## src/design/dpr_pkg.sv

```systemverilog
/*
  package for the dual-port ram port control: widths, counter modes,
  packed control bundle and reset values.
  assumes one clock per port and an active-low asynchronous reset.
*/
package dpr_pkg;

  // ----------------------------------------------------------------
  // sizes
  // ----------------------------------------------------------------
  localparam int ADDR_W = 15;
  localparam int LANE_W = 9;
  localparam int DATA_W = 2 * LANE_W;
  localparam int NUM_LANES = 2;
  localparam logic [ADDR_W-1:0] ADDR_ZERO = 15'h0000;
  localparam logic [ADDR_W-1:0] ADDR_STEP = 15'h0001;
  localparam logic [DATA_W-1:0] DATA_RST = 18'h00000;
  localparam int READ_LATENCY = 1;

  // ----------------------------------------------------------------
  // counter modes
  // ----------------------------------------------------------------
  typedef enum logic [1:0] {
    DPR_CNT_HOLD  = 2'h0,
    DPR_CNT_STEP  = 2'h1,
    DPR_CNT_LOAD  = 2'h3,
    DPR_CNT_CLEAR = 2'h2
  } dpr_cnt_mode_t;

  // sampled synchronous controls of one port
  typedef struct packed {
    logic                 select_low_n;
    logic                 select_high;
    logic                 write_n;
    logic [NUM_LANES-1:0] lane_enables_n;
    logic                 address_load_n;
    logic                 count_advance_n;
    logic                 count_clear_n;
  } dpr_ctrl_t;

  localparam dpr_ctrl_t CTRL_RST = '{1'h1, 1'h0, 1'h1, 2'h3, 1'h1, 1'h1, 1'h1};

endpackage

```

## src/design/dpr_addr_counter.sv

```systemverilog
/*
  burst address counter of one port: clear, load, hold or step.
  assumes inputs are already registered on the port clock.
*/
`timescale 1ns/1ns
module dpr_addr_counter
  import dpr_pkg::*;
#(
  parameter int AW = ADDR_W
) (
  input  wire logic          i_clk,
  input  wire logic          i_reset_n,
  input  wire logic          i_address_load_n,
  input  wire logic          i_count_advance_n,
  input  wire logic          i_count_clear_n,
  input  wire logic [AW-1:0] i_addr,
  output logic      [AW-1:0] o_addr_used
);

  logic [AW-1:0] held_r;
  logic [AW-1:0] held_nxt;
  dpr_cnt_mode_t mode;

  // ----------------------------------------------------------------
  // mode priority: clear over load over count
  // ----------------------------------------------------------------
  always_comb begin
    if (!i_count_clear_n) begin
      mode = DPR_CNT_CLEAR;
    end else if (!i_address_load_n) begin
      mode = DPR_CNT_LOAD;
    end else if (!i_count_advance_n) begin
      mode = DPR_CNT_STEP;
    end else begin
      mode = DPR_CNT_HOLD;
    end
  end

  always_comb begin
    case (mode)
      DPR_CNT_CLEAR: held_nxt = AW'(ADDR_ZERO);
      DPR_CNT_LOAD:  held_nxt = i_addr;
      DPR_CNT_STEP:  held_nxt = held_r + AW'(ADDR_STEP);
      DPR_CNT_HOLD:  held_nxt = held_r;
      default:       held_nxt = held_r;
    endcase
  end

  // address in use this access is the updated counter value
  assign o_addr_used = held_nxt;

  always_ff @(posedge i_clk or negedge i_reset_n) begin
    if (!i_reset_n) begin
      held_r <= AW'(ADDR_ZERO);
    end else begin
      held_r <= held_nxt;
    end
  end

endmodule

```

## src/design/dpr_port_ctrl.sv

```systemverilog
/*
  one port of a pipelined dual-port static ram: registered inputs, lane
  enables, write path, one-cycle read pipe, asynchronous output enable.
  the word array is passed in from a shared store: this module drives the
  write request and takes the read word combinationally from its address.
  assumes all synchronous inputs come from logic on I_SYS_CLK; the output
  enable pin is asynchronous and is applied outside the register stage.
*/
`timescale 1ns/1ns
module dpr_port_ctrl
  import dpr_pkg::*;
#(
  parameter int AW = ADDR_W,
  parameter int LW = LANE_W
) (
  input  wire logic              I_SYS_CLK,
  input  wire logic              I_RESET_N,
  input  wire logic              I_SELECT_LOW_N,
  input  wire logic              I_SELECT_HIGH,
  input  wire logic              I_WRITE_N,
  input  wire logic              I_UPPER_LANE_ENABLE_N,
  input  wire logic              I_LOWER_LANE_ENABLE_N,
  input  wire logic              I_OUTPUT_ENABLE_N,
  input  wire logic              I_ADDRESS_LOAD_N,
  input  wire logic              I_COUNT_ADVANCE_N,
  input  wire logic              I_COUNT_CLEAR_N,
  input  wire logic [AW-1:0]     I_ADDR,
  input  wire logic [2*LW-1:0]   I_DATA,
  input  wire logic [2*LW-1:0]   I_MEM_RDATA,
  output logic      [AW-1:0]     O_MEM_ADDR,
  output logic      [1:0]        O_MEM_WE,
  output logic      [2*LW-1:0]   O_MEM_WDATA,
  output logic      [2*LW-1:0]   O_DATA,
  output logic      [1:0]        O_DATA_OE_N
);

  // ----------------------------------------------------------------
  // input registers
  // ----------------------------------------------------------------
  dpr_ctrl_t       ctrl_r;
  logic [AW-1:0]   addr_r;
  logic [2*LW-1:0] data_r;
  logic [AW-1:0]   addr_used;
  logic            sel;
  logic [1:0]      lane_on;

  // every control except output enable is sampled on this port's own clock only
  always_ff @(posedge I_SYS_CLK or negedge I_RESET_N) begin
    if (!I_RESET_N) begin
      ctrl_r <= CTRL_RST;
      addr_r <= AW'(ADDR_ZERO);
      data_r <= (2*LW)'(DATA_RST);
    end else begin
      ctrl_r <= '{I_SELECT_LOW_N, I_SELECT_HIGH, I_WRITE_N,
                  {I_UPPER_LANE_ENABLE_N, I_LOWER_LANE_ENABLE_N},
                  I_ADDRESS_LOAD_N, I_COUNT_ADVANCE_N, I_COUNT_CLEAR_N};
      addr_r <= I_ADDR;
      data_r <= I_DATA;
    end
  end

  // ----------------------------------------------------------------
  // address counter, independent of selects
  // ----------------------------------------------------------------
  dpr_addr_counter #(
    .AW (AW)
  ) u_cnt (
    .i_clk             (I_SYS_CLK),
    .i_reset_n         (I_RESET_N),
    .i_address_load_n  (ctrl_r.address_load_n),
    .i_count_advance_n (ctrl_r.count_advance_n),
    .i_count_clear_n   (ctrl_r.count_clear_n),
    .i_addr            (addr_r),
    .o_addr_used       (addr_used)
  );

  assign sel = !ctrl_r.select_low_n && ctrl_r.select_high;
  assign O_MEM_ADDR = addr_used;

  // ----------------------------------------------------------------
  // per-lane write and read-drive enables
  // ----------------------------------------------------------------
  logic [1:0]      rd_lane_r;
  logic [2*LW-1:0] rdata_r;

  genvar g;
  generate
    for (g = 0; g < 2; g++) begin : g_lane
      // lane 0 is bits 8:0, lane 1 is bits 17:9
      assign lane_on[g] = sel && !ctrl_r.lane_enables_n[g];
      // writes never look at output enable
      assign O_MEM_WE[g] = lane_on[g] && !ctrl_r.write_n;
      assign O_MEM_WDATA[g*LW +: LW] = data_r[g*LW +: LW];

      always_ff @(posedge I_SYS_CLK or negedge I_RESET_N) begin
        if (!I_RESET_N) begin
          rd_lane_r[g] <= 1'h0;
        end else begin
          rd_lane_r[g] <= lane_on[g] && ctrl_r.write_n;
        end
      end

      // output enable gates the pipeline stage with no clock involved
      assign O_DATA_OE_N[g] = I_OUTPUT_ENABLE_N || !rd_lane_r[g];
    end
  endgenerate

  // ----------------------------------------------------------------
  // read pipeline
  // ----------------------------------------------------------------
  always_ff @(posedge I_SYS_CLK or negedge I_RESET_N) begin
    if (!I_RESET_N) begin
      rdata_r <= (2*LW)'(DATA_RST);
    end else begin
      rdata_r <= I_MEM_RDATA;
    end
  end

  assign O_DATA = rdata_r;

endmodule

```

## config.mk

```make
export PLATFORM = sky130hd
export DESIGN_NAME = dpr_port_ctrl
export DESIGN_NICKNAME = d
export VERILOG_FILES = /design/src/design/dpr_pkg.sv /design/src/design/dpr_addr_counter.sv /design/src/design/dpr_port_ctrl.sv
export SDC_FILE = /design/constraint.sdc
export NUM_CORES = 1
export LEC_CHECK = 0
export ABC_AREA = 1
export BUFFER_PORTS_ARGS = -buffer_cell sky130_fd_sc_hd__buf_4
export CAP_MARGIN = 20
export CORE_AREA = 2 2 79 81
export DETAILED_ROUTE_END_ITERATION = 10
export DIE_AREA = 0 0 81 83
export PLACE_DENSITY = 0.86
export SETUP_SLACK_MARGIN = 0.5
export SYNTH_ARGS = -nofsm -noshare
export SYNTH_HDL_FRONTEND = slang
export SYNTH_SLANG_ARGS = --single-unit
```

## constraint.sdc

```tcl
create_clock -name I_SYS_CLK -period 1.8 [get_ports I_SYS_CLK]
set_input_delay 0.36 -clock I_SYS_CLK [delete_from_list [all_inputs] [get_ports I_SYS_CLK]]
set_output_delay 0.36 -clock I_SYS_CLK [all_outputs]
set_load 0.03 [all_outputs]
```

==> metrics.txt <==
most frequent cells in the layout buf_4 (112), dfrtp_1 (64), nand2_1 (37); DRC violations left 0; DIE AREA 6720 um^2; Mapped Nets 290; Clock Skews 4.07 ps; Iter 0 DRT Violations 140; Slew headroom 69.0%; worst-margin pin slew 465 ps; crit share post-route 116%; crit path cell chain nand2_1, nor2_2, nand3_1, nand2_1, nand3_4, nand2_4, buf_6; CP Max Fanout 6; core area 5820 um^2; most used cell along the critical path nand2_1; pin count of the biggest net entering global routing 39; failing checks setup timing; Max Slew Vio Count 0; row cnt 28; Power Dens Cells 873 nW/um^2; Final Critical Period 2100 ps; Peak VDD IR 0.692 mV; first-pass GRT wire length 11.2 mm; Diodes inserted 0; vias in the first global route 2,344; Total Power 3.81 mW; RePlAce Congestion 0.861; DPL Wire Length 4.99 mm; total wire length 6.91 mm; Finish-stage setup viols 15; synthesis-to-finish area growth 65.7%; Port Buffer Count 116; htree depth 3; most common cell after layout, fill and taps aside buf_4; CTS Sinks 76; Mean Syn Cell Area 11.6 um^2; clk_lat worst skew 350 ps; Req. time, crit path 1440 ps; RSZ-0062 raised after global routing yes; Yosys cell types 20; leakage power 2.10 nW; die height 83 um; status finished, violations left; GRT Util Overall 22.4%; post-route ant nets 0; synthesized cell area 2640 um^2; Synth Instances 227; Peak Freq 0.477 GHz; sequential-to-total area share from yosys stat 72.4%; Max Cap Viol 0; startpoint class of the critical path flop; worst setup path class reg -> out; DR vias 2,172; Place WS 63.2 ps; via/cell ratio 4.85; Die X 81 um; critical path endpoint category primary output; Final Hold Fails 0; PnR worst setup slack -297 ps; yosys warns 0; Max Buffers Root-to-Sink 2; CTS Buf Count 9; slowest stage delay, CP 510 ps; Starting Density 45.4%; drt first pass iters 4; worst min-delay path category in -> reg; grt ovf 0; Ports 117; Final #Nets 431; arrival time at the worst endpoint 1740 ps; #FFs+latches synth 76; Avg WL per Cell 15.4 um; share of layout cells above drive strength 1 61.1%; Largest delay share family, worst path simple AND/OR/NAND/NOR gates; Clock transition at path regs 80 ps; Clock Tree Root clkbuf_8; Fillers 353; Critical-path top delay cell dfrtp_1; antenna violations before repair 0; CTS tree built; Worst Path Buf+Inv 1
-- Yosys cell counts (all sizes together) --
master | count | area (um^2)
or2 | 4 | 25.0
a22oi | 7 | 52.6
nand3 | 28 | 150
buf | 3 | 17.5
o21ai | 2 | 10.0
ha | 1 | 12.5
dfstp | 7 | 184
nand3b | 2 | 15.0
nor2 | 19 | 106
inv | 20 | 75.1
nand4 | 2 | 12.5
nand2 | 62 | 243
dfrtp | 69 | 1730
o21a | 1 | 7.51
-- layout make-up --
cell class,count,area (um^2),share of cell area [%]
Inverter,20,80.1,1.83
Sequential cell,76,1920,43.8
Timing Repair Buffer,132,1080,24.6
Multi-Input combinational cell,128,997,22.8
Clock inverter,5,60.1,1.37
Clock buffer,11,141,3.23
Tap cell,75,93.8,2.15
Timing Repair inverter,1,5.00,0.114
-- report_power, final --
part / internal (mW) / leakage (nW) / switching, mW / total [mW]
registers: 1.81 / 0.898 / 0.0738 / 1.88
logic: 0.287 / 1.10 / 0.340 / 0.627
clock network: 0.686 / 0.100 / 0.617 / 1.30
-- repair_timing --
item                                   in CTS  in global routing
endpoints found under the hold margin      29                  0
resized for setup                          36                 21
pin swaps                                  12                 12
buffers inserted                            4                  5
setup endpoints to repair                  23                 32
cloned                                      0                  1
hold buffers                                1                  0
-- sequential cells by signal, summed over array words and instances, names as in the netlist --
register      flops
O_DATA           18
O_MEM_WDATA      18
addr_r           15
ctrl_r            8
rd_lane_r         2
u_cnt.held_r     15
-- worst paths after layout --
check                                          start                          to  slack, ps  depth (start not counted)
min reg2reg                      addr_r[0]$_DFF_PN0_   u_cnt.held_r[0]$_DFF_PN0_        500                          2
min                                  I_MEM_RDATA[13]        O_DATA[13]$_DFF_PN0_        110                          1
min in group asynchronous                  I_RESET_N        O_DATA[13]$_DFF_PN0_        500                          2
max in group asynchronous                  I_RESET_N   u_cnt.held_r[3]$_DFF_PN0_        770                          3
max                        u_cnt.held_r[7]$_DFF_PN0_              O_MEM_ADDR[13]       -300                          7
max reg2reg                u_cnt.held_r[0]$_DFF_PN0_  u_cnt.held_r[14]$_DFF_PN0_        350                          7
-- logic make-up (layout without fill, tap and decap cells) --
family	count (synthesis)	after routing	share of synthesized area [%]
simple gates	117	117	20.9
buf+inv	23	169	3.51
fa+ha+maj	1	1	0.474
compound gates	10	10	2.66
flops	76	76	72.4
-- layer usage --
metal  global-route usage (%)  routed length [um]
met1                     24.1                2330
met2                     38.0                3750
met3                     9.67                 712
met4                     8.78                 112
met5                        0                   0
-- through the flow --
stage | util, % | hold slack [ps] | instance area (um^2) | instances | TNS [ps]
6_report | 75.2 | 113 | 4370 | 448 | -3400
3_5_place_dp | 66.7 | 347 | 3880 | 421 | 0
2_1_floorplan | - | 64.4 | 2890 | 227 | 0
3_3_place_gp | 66.7 | 342 | 3880 | 421 | 0
4_1_cts | 73.4 | 96.9 | 4270 | 442 | -3780
5_1_grt | 75.2 | 93.0 | 4370 | 448 | -4720
Note: power is estimated with default switching activity, not from simulation.
